===== config.mk =====
export PLATFORM = sky130hd
export DESIGN_NAME = swrmc_sleep_wake_ctrl
export DESIGN_NICKNAME = d
export VERILOG_FILES = /design/src/swrmc_pkg.sv /design/src/swrmc_step_if.sv /design/src/swrmc_sleep_wake_ctrl.sv /design/src/swrmc_pin_sampler.sv /design/src/swrmc_step_timer.sv
export VERILOG_INCLUDE_DIRS = /design/src
export SDC_FILE = /design/constraint.sdc
export NUM_CORES = 1
export LEC_CHECK = 0
export BUFFER_PORTS_ARGS = -buffer_cell sky130_fd_sc_hd__buf_4
export CORE_MARGIN = 2
export CORE_UTILIZATION = 57
export DETAILED_ROUTE_END_ITERATION = 8
export PLACE_DENSITY_LB_ADDON = 0.05
export SETUP_SLACK_MARGIN = 0.4
export SYNTH_ARGS = -nofsm -noshare
export SYNTH_HDL_FRONTEND = slang
export SYNTH_HIERARCHICAL = 1
export SYNTH_SLANG_ARGS = --single-unit

===== constraint.sdc =====
create_clock -name clk -period 3.8 [get_ports clk]
set_clock_uncertainty 0.1 [all_clocks]
set_input_delay 0.57 -clock clk [delete_from_list [all_inputs] [get_ports clk]]
set_output_delay 0.57 -clock clk [all_outputs]
set_load 0.05 [all_outputs]

===== src/swrmc_regs.svh =====
`ifndef SWRMC_REGS_SVH
`define SWRMC_REGS_SVH

// clock and time base
`define SWRMC_CLK_HZ          25000000
`define SWRMC_TICK_TIME_NS    1000
`define SWRMC_TICK_CYCLES     ((`SWRMC_TICK_TIME_NS * (`SWRMC_CLK_HZ / 1000000)) / 1000)
`define SWRMC_STEP_TIME_US    1000

// register byte offsets
`define SWRMC_OFS_CTRL        8'h00
`define SWRMC_OFS_POLARITY    8'h04
`define SWRMC_OFS_SLEEP_ASGN  8'h08
`define SWRMC_OFS_ENA_ASGN    8'h0C
`define SWRMC_OFS_ENB_ASGN    8'h10
`define SWRMC_OFS_MODE_CTRL   8'h14
`define SWRMC_OFS_SW_EN       8'h18
`define SWRMC_OFS_STATUS      8'h1C

// field positions
`define SWRMC_CTRL_SLEEP_MASK 0
`define SWRMC_CTRL_WAKE_OFF   1
`define SWRMC_POL_SLEEP       0
`define SWRMC_POL_ENA         1
`define SWRMC_POL_ENB         2

// reset values, default sequence cover and off mode code
`define SWRMC_CTRL_RST        2'h1
`define SWRMC_POL_RST         3'h6
`define SWRMC_MODE_RST        32'h5555_5555
`define SWRMC_SEQ_COVER       8'h7F
`define SWRMC_MODE_OFF        2'h0

`endif


===== src/swrmc_pkg.sv =====
`default_nettype none
package swrmc_pkg;
  localparam int NRES = 8;

  typedef enum logic [5:0] {
    ST_ACTIVE = 6'b000001,
    ST_A2S    = 6'b000010,
    ST_SLEEP  = 6'b000100,
    ST_S2A    = 6'b001000,
    ST_S2OFF  = 6'b010000,
    ST_OFF    = 6'b100000
  } swrmc_state_t;

  typedef struct packed {
    swrmc_state_t state;
    logic         step_wait;
    logic [2:0]   idx;
    logic [7:0]   seq_sleep;
    logic [7:0]   seq_off;
    logic [1:0]   ctrl;
    logic [2:0]   pol;
    logic [7:0]   a_slp;
    logic [7:0]   a_ena;
    logic [7:0]   a_enb;
    logic [31:0]  mode;
    logic [7:0]   sw_en;
    logic         ap_valid;
    logic         ap_write;
    logic         ap_hit;
    logic [2:0]   ap_idx;
    logic [31:0]  rdata;
    logic [15:0]  out_mode;
    logic [7:0]   out_sleep;
    logic [7:0]   out_on;
  } swrmc_main_t;

  typedef struct packed {
    logic        busy;
    logic [15:0] div;
    logic [15:0] cnt;
  } swrmc_timer_t;

  typedef struct packed {
    logic level;
  } swrmc_pin_t;
endpackage : swrmc_pkg
`default_nettype wire


===== src/swrmc_step_if.sv =====
`default_nettype none
interface swrmc_step_if;
  logic start;
  logic done;
  modport seq (output start, input done);
  modport tmr (input start, output done);
endinterface : swrmc_step_if
`default_nettype wire


===== src/swrmc_sleep_wake_ctrl.sv =====
`default_nettype none
`include "swrmc_regs.svh"
// Overview of operation
// - in SLEEP only an interrupt or the sleep pin may wake
// - wake only from SLEEP, launching sleep_to_active_seq or sleep_to_off_seq
// - sleep pin is a level, active-low, maskable request, masked after reset
// - each resource takes its ACTIVE or SLEEP mode from its mode field
// - sleep-pin-only resources change mode only as a sequence step
// - enable-pin-only resources switch at once, ignoring any running sequence
// - sleep only when every assigned pin sits at its sleep level
// - unassigned resources never sleep; they leave their ACTIVE mode only when powered off
// - polarity of all three pins is selectable in a register
// - enable pins default active high, rising edge wakes their resources
// - sleep pin defaults active low, falling edge requests sleep
// - pin assignments held in one register per pin, fields grouped by resource class
// - resources assigned only to the same enable pin switch together
// - sleep-pin-only resources switch in the fixed sequence order
// - sequences drive switchers, linear regulators, 32 kHz clock and enable outputs
// - sequencer waits the programmed step interval between steps
// - uncovered resources follow their software enable, off in OFF; software writes it only outside sequences
module swrmc_sleep_wake_ctrl
  import swrmc_pkg::*;
#(
  parameter int          STEP_TIME_US = `SWRMC_STEP_TIME_US,
  parameter logic [7:0]  SEQ_COVER    = `SWRMC_SEQ_COVER
)(
  input  wire logic        clk,
  input  wire logic        srst,
  input  wire logic        hsel,
  input  wire logic [31:0] haddr,
  input  wire logic [1:0]  htrans,
  input  wire logic        hwrite,
  input  wire logic [2:0]  hsize,
  input  wire logic [31:0] hwdata,
  input  wire logic        hready,
  output logic             hreadyout,
  output logic             hresp,
  output logic [31:0]      hrdata,
  input  wire logic        sleep_request_n_pin,
  input  wire logic        resource_enable_a_pin,
  input  wire logic        resource_enable_b_pin,
  input  wire logic        irq_pending,
  input  wire logic        wake_irq,
  output logic [15:0]      res_mode,
  output logic [7:0]       res_sleep,
  output logic [7:0]       res_on,
  output logic             seq_busy
);
  swrmc_main_t st_q;
  swrmc_main_t st_d;
  logic        slp_level;
  logic        ena_level;
  logic        enb_level;
  logic        slp_req;
  logic        in_seq;
  logic [2:0]  ord;
  logic        wr_en;
  logic        ap_take;
  logic [7:0]  enb_only;
  swrmc_step_if step ();

  // pin levels registered on clk, polarity already folded in
  swrmc_pin_sampler u_slp (
    .clk         (clk),
    .srst        (srst),
    .pin         (sleep_request_n_pin),
    .active_high (st_q.pol[`SWRMC_POL_SLEEP]),
    .asserted_q  (slp_level)
  );
  swrmc_pin_sampler u_ena (
    .clk         (clk),
    .srst        (srst),
    .pin         (resource_enable_a_pin),
    .active_high (st_q.pol[`SWRMC_POL_ENA]),
    .asserted_q  (ena_level)
  );
  swrmc_pin_sampler u_enb (
    .clk         (clk),
    .srst        (srst),
    .pin         (resource_enable_b_pin),
    .active_high (st_q.pol[`SWRMC_POL_ENB]),
    .asserted_q  (enb_level)
  );

  swrmc_step_timer #(
    .STEP_US (STEP_TIME_US),
    .TICK    (`SWRMC_TICK_CYCLES)
  ) u_tmr (
    .clk  (clk),
    .srst (srst),
    .step (step)
  );

  // level request gated by the mask bit
  assign slp_req    = slp_level && !st_q.ctrl[`SWRMC_CTRL_SLEEP_MASK];
  assign in_seq     = (st_q.state == ST_A2S) || (st_q.state == ST_S2A) || (st_q.state == ST_S2OFF);
  assign ord        = (st_q.state == ST_A2S) ? st_q.idx : 3'(NRES - 1) - st_q.idx;
  assign step.start = in_seq && st_q.step_wait;
  assign ap_take    = hsel && hready && htrans[1];
  assign wr_en      = st_q.ap_valid && st_q.ap_write && st_q.ap_hit;

  // zero wait state slave, never errors
  assign hreadyout = 1'b1;
  assign hresp     = 1'b0;
  assign hrdata    = st_q.rdata;
  assign res_mode  = st_q.out_mode;
  assign res_sleep = st_q.out_sleep;
  assign res_on    = st_q.out_on;
  assign seq_busy  = in_seq;

  always_comb begin
    logic on_i;
    logic sleep_i;
    logic any_i;
    on_i    = 1'b0;
    sleep_i = 1'b0;
    any_i   = 1'b0;
    st_d    = st_q;

    // bus address phase captured, read data taken from the registers now
    st_d.ap_valid = ap_take;
    if (ap_take) begin
      st_d.ap_write = hwrite;
      st_d.ap_hit   = (haddr[31:5] == 27'h0) && (hsize == 3'h2);
      st_d.ap_idx   = haddr[4:2];
      st_d.rdata    = 32'h0;
      if (!hwrite && (haddr[31:5] == 27'h0)) begin
        unique case ({haddr[4:2], 2'b00})
          5'(`SWRMC_OFS_CTRL):       st_d.rdata = {30'h0, st_q.ctrl};
          5'(`SWRMC_OFS_POLARITY):   st_d.rdata = {29'h0, st_q.pol};
          5'(`SWRMC_OFS_SLEEP_ASGN): st_d.rdata = {24'h0, st_q.a_slp};
          5'(`SWRMC_OFS_ENA_ASGN):   st_d.rdata = {24'h0, st_q.a_ena};
          5'(`SWRMC_OFS_ENB_ASGN):   st_d.rdata = {24'h0, st_q.a_enb};
          5'(`SWRMC_OFS_MODE_CTRL):  st_d.rdata = st_q.mode;
          5'(`SWRMC_OFS_SW_EN):      st_d.rdata = {24'h0, st_q.sw_en};
          5'(`SWRMC_OFS_STATUS):     st_d.rdata = {7'h0, in_seq, st_q.out_on, st_q.out_sleep, 2'h0, st_q.state};
        endcase
      end
    end

    // data phase writes; assignment fields split misc[1:0] smps[4:2] ldo[7:5]
    if (wr_en) begin
      unique case ({st_q.ap_idx, 2'b00})
        5'(`SWRMC_OFS_CTRL):       st_d.ctrl  = hwdata[1:0];
        5'(`SWRMC_OFS_POLARITY):   st_d.pol   = hwdata[2:0];
        5'(`SWRMC_OFS_SLEEP_ASGN): st_d.a_slp = hwdata[7:0];
        5'(`SWRMC_OFS_ENA_ASGN):   st_d.a_ena = hwdata[7:0];
        5'(`SWRMC_OFS_ENB_ASGN):   st_d.a_enb = hwdata[7:0];
        5'(`SWRMC_OFS_MODE_CTRL):  st_d.mode  = hwdata;
        5'(`SWRMC_OFS_SW_EN): begin
          if (!in_seq) begin
            st_d.sw_en = hwdata[7:0];
          end
        end
        default: ;
      endcase
    end

    // power state sequencer; level requests seen mid-sequence act on return
    unique case (st_q.state)
      ST_ACTIVE: begin
        if (slp_req && !irq_pending) begin
          st_d.state     = ST_A2S;
          st_d.idx       = 3'h0;
          st_d.step_wait = 1'b0;
        end
      end
      ST_SLEEP: begin
        if (wake_irq || (!st_q.ctrl[`SWRMC_CTRL_SLEEP_MASK] && !slp_level)) begin
          st_d.state     = st_q.ctrl[`SWRMC_CTRL_WAKE_OFF] ? ST_S2OFF : ST_S2A;
          st_d.idx       = 3'h0;
          st_d.step_wait = 1'b0;
        end
      end
      ST_A2S, ST_S2A, ST_S2OFF: begin
        if (!st_q.step_wait) begin
          st_d.step_wait = 1'b1;
          if (st_q.state == ST_A2S) begin
            st_d.seq_sleep[ord] = st_q.a_slp[ord];
          end else if (st_q.state == ST_S2A) begin
            st_d.seq_sleep[ord] = 1'b0;
          end else begin
            st_d.seq_off[ord] = SEQ_COVER[ord];
          end
        end else if (step.done) begin
          st_d.step_wait = 1'b0;
          if (st_q.idx == 3'(NRES - 1)) begin
            unique case (st_q.state)
              ST_A2S:  st_d.state = ST_SLEEP;
              ST_S2A:  st_d.state = ST_ACTIVE;
              default: st_d.state = ST_OFF;
            endcase
          end else begin
            st_d.idx = st_q.idx + 3'h1;
          end
        end
      end
      ST_OFF: ;
      default: st_d.state = ST_ACTIVE;
    endcase

    // per resource mode; sampled enable pin levels feed the output flops directly, bypassing the sequencer
    for (int i = 0; i < NRES; i++) begin
      any_i   = st_q.a_slp[i] || st_q.a_ena[i] || st_q.a_enb[i];
      sleep_i = any_i && (!st_q.a_slp[i] || st_q.seq_sleep[i])
                      && (!st_q.a_ena[i] || !ena_level)
                      && (!st_q.a_enb[i] || !enb_level);
      on_i    = (st_q.state != ST_OFF) && (SEQ_COVER[i] ? !st_q.seq_off[i] : st_q.sw_en[i]);
      st_d.out_sleep[i] = sleep_i;
      st_d.out_on[i]    = on_i;
      st_d.out_mode[2*i +: 2] = !on_i ? `SWRMC_MODE_OFF :
                                (sleep_i ? st_q.mode[4*i+2 +: 2] : st_q.mode[4*i +: 2]);
    end
  end

  always_ff @(posedge clk) begin
    if (srst) begin
      st_q       <= '0;
      st_q.state <= ST_ACTIVE;
      st_q.ctrl  <= `SWRMC_CTRL_RST;
      st_q.pol   <= `SWRMC_POL_RST;
      st_q.mode  <= `SWRMC_MODE_RST;
    end else begin
      st_q <= st_d;
    end
  end

  // helper: resources that only the second enable pin controls
  assign enb_only = st_q.a_enb & ~st_q.a_slp & ~st_q.a_ena;

  // state moves; a stray transition would power rails without a sequence
  a_sleep_irq_block : assert property (@(posedge clk) disable iff (srst)
    st_q.state == ST_ACTIVE && irq_pending |=> st_q.state == ST_ACTIVE)
    else $error("sleep began with irq pending");
  a_sleep_entry : assert property (@(posedge clk) disable iff (srst)
    st_q.state == ST_ACTIVE && slp_req && !irq_pending |=> st_q.state == ST_A2S && st_q.idx == 3'h0)
    else $error("sleep request not taken");
  a_sleep_hold : assert property (@(posedge clk) disable iff (srst)
    st_q.state == ST_SLEEP && !wake_irq && (slp_level || st_q.ctrl[0]) |=> st_q.state == ST_SLEEP)
    else $error("woke without wake source");
  a_wake_target : assert property (@(posedge clk) disable iff (srst)
    st_q.state == ST_SLEEP && wake_irq |=> (st_q.ctrl[1] ? st_q.state == ST_S2OFF : st_q.state == ST_S2A))
    else $error("wrong wake sequence");
  a_active_exit : assert property (@(posedge clk) disable iff (srst)
    st_q.state == ST_ACTIVE |=> st_q.state == ST_ACTIVE || st_q.state == ST_A2S)
    else $error("active left other than by sleep entry");
  a_off_terminal : assert property (@(posedge clk) disable iff (srst)
    st_q.state == ST_OFF |=> st_q.state == ST_OFF)
    else $error("off state left without reset");
  a_mask_reset : assert property (@(posedge clk)
    srst |=> st_q.ctrl[0] && st_q.pol == 3'h6)
    else $error("mask or polarity wrong after reset");

  // per resource mode; outputs trail the fields by one registered stage
  a_mode_select : assert property (@(posedge clk) disable iff (srst)
    st_q.out_on[0] |-> res_mode[1:0] == (res_sleep[0] ? $past(st_q.mode[3:2]) : $past(st_q.mode[1:0])))
    else $error("mode field mismatch");
  a_seq_only_change : assert property (@(posedge clk) disable iff (srst)
    !in_seq |=> $stable(st_q.seq_sleep))
    else $error("sequenced sleep changed outside sequence");
  a_enable_direct : assert property (@(posedge clk) disable iff (srst)
    st_q.a_ena[0] && ena_level ##1 st_q.a_ena[0] |-> !res_sleep[0])
    else $error("enable pin did not wake resource");
  a_enable_b_group : assert property (@(posedge clk) disable iff (srst)
    !enb_level && enb_only != 8'h00 |=> (res_sleep & $past(enb_only)) == $past(enb_only))
    else $error("shared enable resources did not sleep together");
  a_unassigned_active : assert property (@(posedge clk) disable iff (srst)
    st_q.a_slp[1] == 1'b0 && st_q.a_ena[1] == 1'b0 && st_q.a_enb[1] == 1'b0 |=> !res_sleep[1])
    else $error("unassigned resource slept");

  // register writes land at the edge that closes the data phase
  a_pol_write : assert property (@(posedge clk) disable iff (srst)
    wr_en && st_q.ap_idx == 3'h1 |=> st_q.pol == $past(hwdata[2:0]))
    else $error("polarity write lost");
  a_asgn_write : assert property (@(posedge clk) disable iff (srst)
    wr_en && st_q.ap_idx == 3'h2 |=> st_q.a_slp == $past(hwdata[7:0]))
    else $error("sleep pin assignment write lost");

  // one resource per step, and nothing advances while the step timer runs
  a_a2s_order : assert property (@(posedge clk) disable iff (srst)
    st_q.state == ST_A2S && !st_q.step_wait |=>
      st_q.seq_sleep == ($past(st_q.seq_sleep) | ($past(st_q.a_slp) & (8'h01 << $past(st_q.idx)))))
    else $error("sleep step out of order");
  a_s2a_order : assert property (@(posedge clk) disable iff (srst)
    st_q.state == ST_S2A && !st_q.step_wait |=>
      st_q.seq_sleep == ($past(st_q.seq_sleep) & ~(8'h80 >> $past(st_q.idx))))
    else $error("wake step out of order");
  a_step_hold : assert property (@(posedge clk) disable iff (srst)
    in_seq && st_q.step_wait && !step.done |=> $stable(st_q.state) && $stable(st_q.idx))
    else $error("sequence advanced before step interval");
  a_off_dark : assert property (@(posedge clk) disable iff (srst)
    st_q.state == ST_OFF |=> res_on == 8'h00)
    else $error("resource powered in off state");
  a_uncovered_swen : assert property (@(posedge clk) disable iff (srst)
    !SEQ_COVER[7] && st_q.state != ST_OFF |=> res_on[7] == $past(st_q.sw_en[7]))
    else $error("uncovered resource ignored software enable");
  a_swen_locked : assert property (@(posedge clk) disable iff (srst)
    in_seq |=> $stable(st_q.sw_en))
    else $error("software enable changed during sequence");
endmodule : swrmc_sleep_wake_ctrl
`default_nettype wire


===== src/swrmc_pin_sampler.sv =====
`default_nettype none
module swrmc_pin_sampler
  import swrmc_pkg::*;
(
  input  wire logic clk,
  input  wire logic srst,
  input  wire logic pin,
  input  wire logic active_high,
  output logic      asserted_q
);
  swrmc_pin_t st_q;
  swrmc_pin_t st_d;

  // fold polarity in before the flop so downstream only sees the active level
  always_comb begin
    st_d       = st_q;
    st_d.level = active_high ? pin : ~pin;
  end

  always_ff @(posedge clk) begin
    if (srst) begin
      st_q <= '0;
    end else begin
      st_q <= st_d;
    end
  end

  assign asserted_q = st_q.level;
endmodule : swrmc_pin_sampler
`default_nettype wire


===== src/swrmc_step_timer.sv =====
`default_nettype none
`include "swrmc_regs.svh"
module swrmc_step_timer
  import swrmc_pkg::*;
#(
  parameter int STEP_US = `SWRMC_STEP_TIME_US,
  parameter int TICK    = `SWRMC_TICK_CYCLES
)(
  input  wire logic clk,
  input  wire logic srst,
  swrmc_step_if.tmr step
);
  swrmc_timer_t st_q;
  swrmc_timer_t st_d;
  logic         tick;

  // microsecond enable from the divider keeps the step counter narrow
  assign tick      = st_q.busy && (st_q.div == 16'(TICK - 1));
  assign step.done = tick && (st_q.cnt == 16'(STEP_US - 1));

  always_comb begin
    st_d = st_q;
    if (step.start && !st_q.busy) begin
      st_d.busy = 1'b1;
      st_d.div  = '0;
      st_d.cnt  = '0;
    end else if (st_q.busy) begin
      if (tick) begin
        st_d.div = '0;
        if (step.done) begin
          st_d.busy = 1'b0;
        end else begin
          st_d.cnt = st_q.cnt + 16'h0001;
        end
      end else begin
        st_d.div = st_q.div + 16'h0001;
      end
    end
  end

  always_ff @(posedge clk) begin
    if (srst) begin
      st_q <= '0;
    end else begin
      st_q <= st_d;
    end
  end

  a_step_start_busy : assert property (@(posedge clk) disable iff (srst)
    step.start && !st_q.busy |=> st_q.busy && st_q.cnt == 16'h0000)
    else $error("step timer did not start");
  a_step_done_busy : assert property (@(posedge clk) disable iff (srst)
    step.done |-> st_q.busy && $past(st_q.busy))
    else $error("step done without running timer");
endmodule : swrmc_step_timer
`default_nettype wire


==> results.yml <==
outcome:
  outcome: "finished, final reports clean"
routing:
  num_vias: 7867
  drtIter0Drc: 551
  drc: 0
  viasPerCell: 5.93
  drtPass1Iterations: 5
  drt-total-wl_mm: 24.2
  wl_per_cell_um: 18.2
  detail-route-antenna-nets: 0
timing:
  fin_crit_sh_pct: 75.9
  fin_setup_tns_ns: 0
  rsz0062_at_grt: "no"
  finalWorstSetupSlack_ns: 0.917
  finalSetupViolCount: 0
  layout_min_cycle_time_ns: 2.88
  slew_headroom_pct: 24.7
  hold_viol_final: 0
  whs_ns: 0.236
  fmax_ghz: 0.347
  worstMarginPinSlew_ns: 1.13
  report.final.slew_viol_count: 0
clock_tree:
  cts_tree: "done"
  clkTransAtPathRegs_ns: 0.08
  cts-resized-gates: 0
  hold_buffers: 0
  root_buffer: "clkbuf_16"
  htreeDepth: 4
  post-cts-setup-buffers: 0
  cts_buffers: 17
  cts_sinks: 200
  insertion_delay_ns: 0.44
  cts_buffer_depth: 2
pwr:
  total_leakage_power_uw: 0.00424
  powerDensity_nw_per_um2: 410
  ir_drop_v: 0.000298
logic_synthesis:
  muxShareOfSynthArea_pct: 9.09
  yosys.area_share.simple_pct: 22.0
  ys_async_sr_fraction_pct: 0
  synth_xor_xnor_area_share_pct: 1.87
  synthCells: 1058
  ys_types: 73
  synth_fp_nets: 1142
  ys.flop_type: "dfxtp_1"
  syn_avg_cell_area_um2: 8.78
  yosysTopAreaCellShare_pct: 43.1
  synth_top_family_by_area: "simple AND/OR/NAND/NOR gates"
  yosys.area.top_type: "dfxtp_1"
  yosys_register_bits: 200
  synth_warnings: 6
  netlist_area_um2: 9290
  synth_edf_count: 0
  synth_top_cells_by_area: "dfxtp_1 (43%), mux2i_1 (7.1%), buf_4 (5.4%)"
  yosysSeqAreaShare_pct: 43.1
  synth_compound_area_share_pct: 14.1
  synthAdderAreaFrac_pct: 0.674
floorplanning:
  dieArea_um2: 17300
  die_w_um: 132
  boundaryPins: 146
  rows: 46
  start_util_pct: 58.5
  die_h_um: 132
  core_region_area_um2: 15900
cells_and_area:
  n_antenna_cell: 0
  drive_above_1_share_pct: 19.6
  layout.nets: 1182
  syn2layout_area_growth_pct: 13.3
critical_path:
  cp_slowest_stage_delay_ns: 0.59
  worst_path_max_delay_cell: "or4_4"
  cp_num_buf_inv: 1
  crit_path_max_fanout: 9
  crit_path_end_kind: "primary output"
  path_class: "reg -> out"
  path_delay_family: "simple AND/OR/NAND/NOR gates"
  startpoint_type: "flip-flop"
  crit_chain: "or4_4 -> o2bb2ai_1 -> buf_4"
  required_ns: 3.13
  cp.arrival_ns: 2.21
placement:
  gp_congestion: 0.860
  pre_cts_slack_ns: 1.05
  hpwl_mm: 16.5
  port_buffers: 140
global_routing:
  use_met1_pct: 35.3
  top_usage_layer: "met2"
  grt_first_pass_wirelength_mm: 39.3
  grt_pass1_vias: 7446
  gr-usage-met2_pct: 48.3
  grt_use_met3_pct: 5.71
  grt_usage_pct: 28.2
  grt-ovfl-total: 0
  grt_max_degree: 66
  grt_antenna_before_repair: 0
min_path:
  hp-class: "in -> reg"
flow_run:
  drv_cap: 0
[layer usage]
metal  up-vias  share of wire [%]
met2       248                 50
met1      3791                 43
met3        34                5.4
li1       3794                  -
met4         0                2.0
met5         -                  0
[worst paths after layout]
check	from	end	slack, ns	cells after the start
worst max-delay path	st_q[164]	seq_busy	0.92	3
worst min-delay path	hwdata[24]	st_q[102]	0.24	3
worst max register to register	st_q[164]	st_q[73]	1.00	6
worst min register to register	hrdata[0]	hrdata[0]	0.35	2
[cells by family (layout without fill, tap and decap cells)]
logic type	Yosys count	after routing
adders and majority gates	5	5
AOI/OAI and AO/OA	191	191
buffers and inverters	151	204
xor gates and xnor gates	19	19
muxes	77	77
other	2	2
and+or+nand+nor	413	413
DFF	200	200
[worst reg2reg max path: cells and delay by family, from the launching register on]
kind	cells	cell delay (ns)
AO/OA/AOI/OAI	1	0.47
buffers and inverters	1	0.28
flip-flops	1	0.40
multiplexers	1	0.25
AND/OR/NAND/NOR	3	1.16
[Yosys cell counts (4+ instances only)]
master    instances
a22o_1           22
mux2i_1          66
a31oi_1           6
nor4_1           14
a21oi_1          57
nand4_1          17
mux4_2            4
a32oi_1           7
o22ai_1           5
buf_1             5
or4_1            12
o31ai_1          12
nand2_1         111
buf_2            10
o311ai_0          5
xnor2_1           7
nand2b_1          8
xor2_1           11
a22oi_1          26
nand3_1          37
o21bai_1          4
nor2b_1           8
clkbuf_1         47
and4_1            6
mux2_2            6
nor3_1           37
buf_4            67
inv_1            19
nor3b_1           5
ha_1              5
dfxtp_1         200
a221oi_1         10
o21ai_0          16
nor2_1          121
o21ai_1           5
and3_1            9
[per-stage QoR]
| stage | util (%) | cells | power (uW) | instance area (um2) |
|---|---|---|---|---|
| after floorplan | - | 1058 | 2440 | 9290 |
| after global placement | 62.6 | 1295 | 2580 | 9940 |
| after detailed placement | 62.6 | 1295 | 2580 | 9940 |
| after CTS | 66.2 | 1327 | 4330 | 10500 |
| after global routing | 66.2 | 1327 | 4470 | 10500 |
| final | 66.2 | 1327 | 4310 | 10500 |
[placed cells by master (no fill, tap or decap), drive strengths merged, types with 12 or more instances in the layout]
cell and count:
dfxtp 200, buf 152, nor2 121, nand2 111
mux2i 66, a21oi 57, nor3 39, nand3 37
inv 29, a22oi 26, a22o 22, o21ai 22
nand4 18, clkbuf 17, nor4 16, or4 14
o31ai 12
[flip-flops by register name (all words and copies together), names as in the netlist]
signal            flops
hrdata               32
res_mode             16
res_on                8
res_sleep             8
st_q                100
u_ena/asserted_q      1
u_enb/asserted_q      1
u_slp/asserted_q      1
u_tmr/st_q           33
[power by group]
part | leakage (uW) | switching, uW | internal (uW)
Clock | 0.000284 | 893 | 880
Sequential | 0.00162 | 31.7 | 2110
Combinational | 0.00234 | 232 | 161
[final cells by class]
cell class / instances / area (um2)
clock buffer: 17 / 425
clock inverter: 15 / 154
fill: 1349 / 5360
inverter: 20 / 75.1
multi-input combinational: 707 / 4450
sequential: 200 / 4000
tap: 216 / 270
timing repair buffer: 152 / 1140
Power figures use the tool's default switching activity.
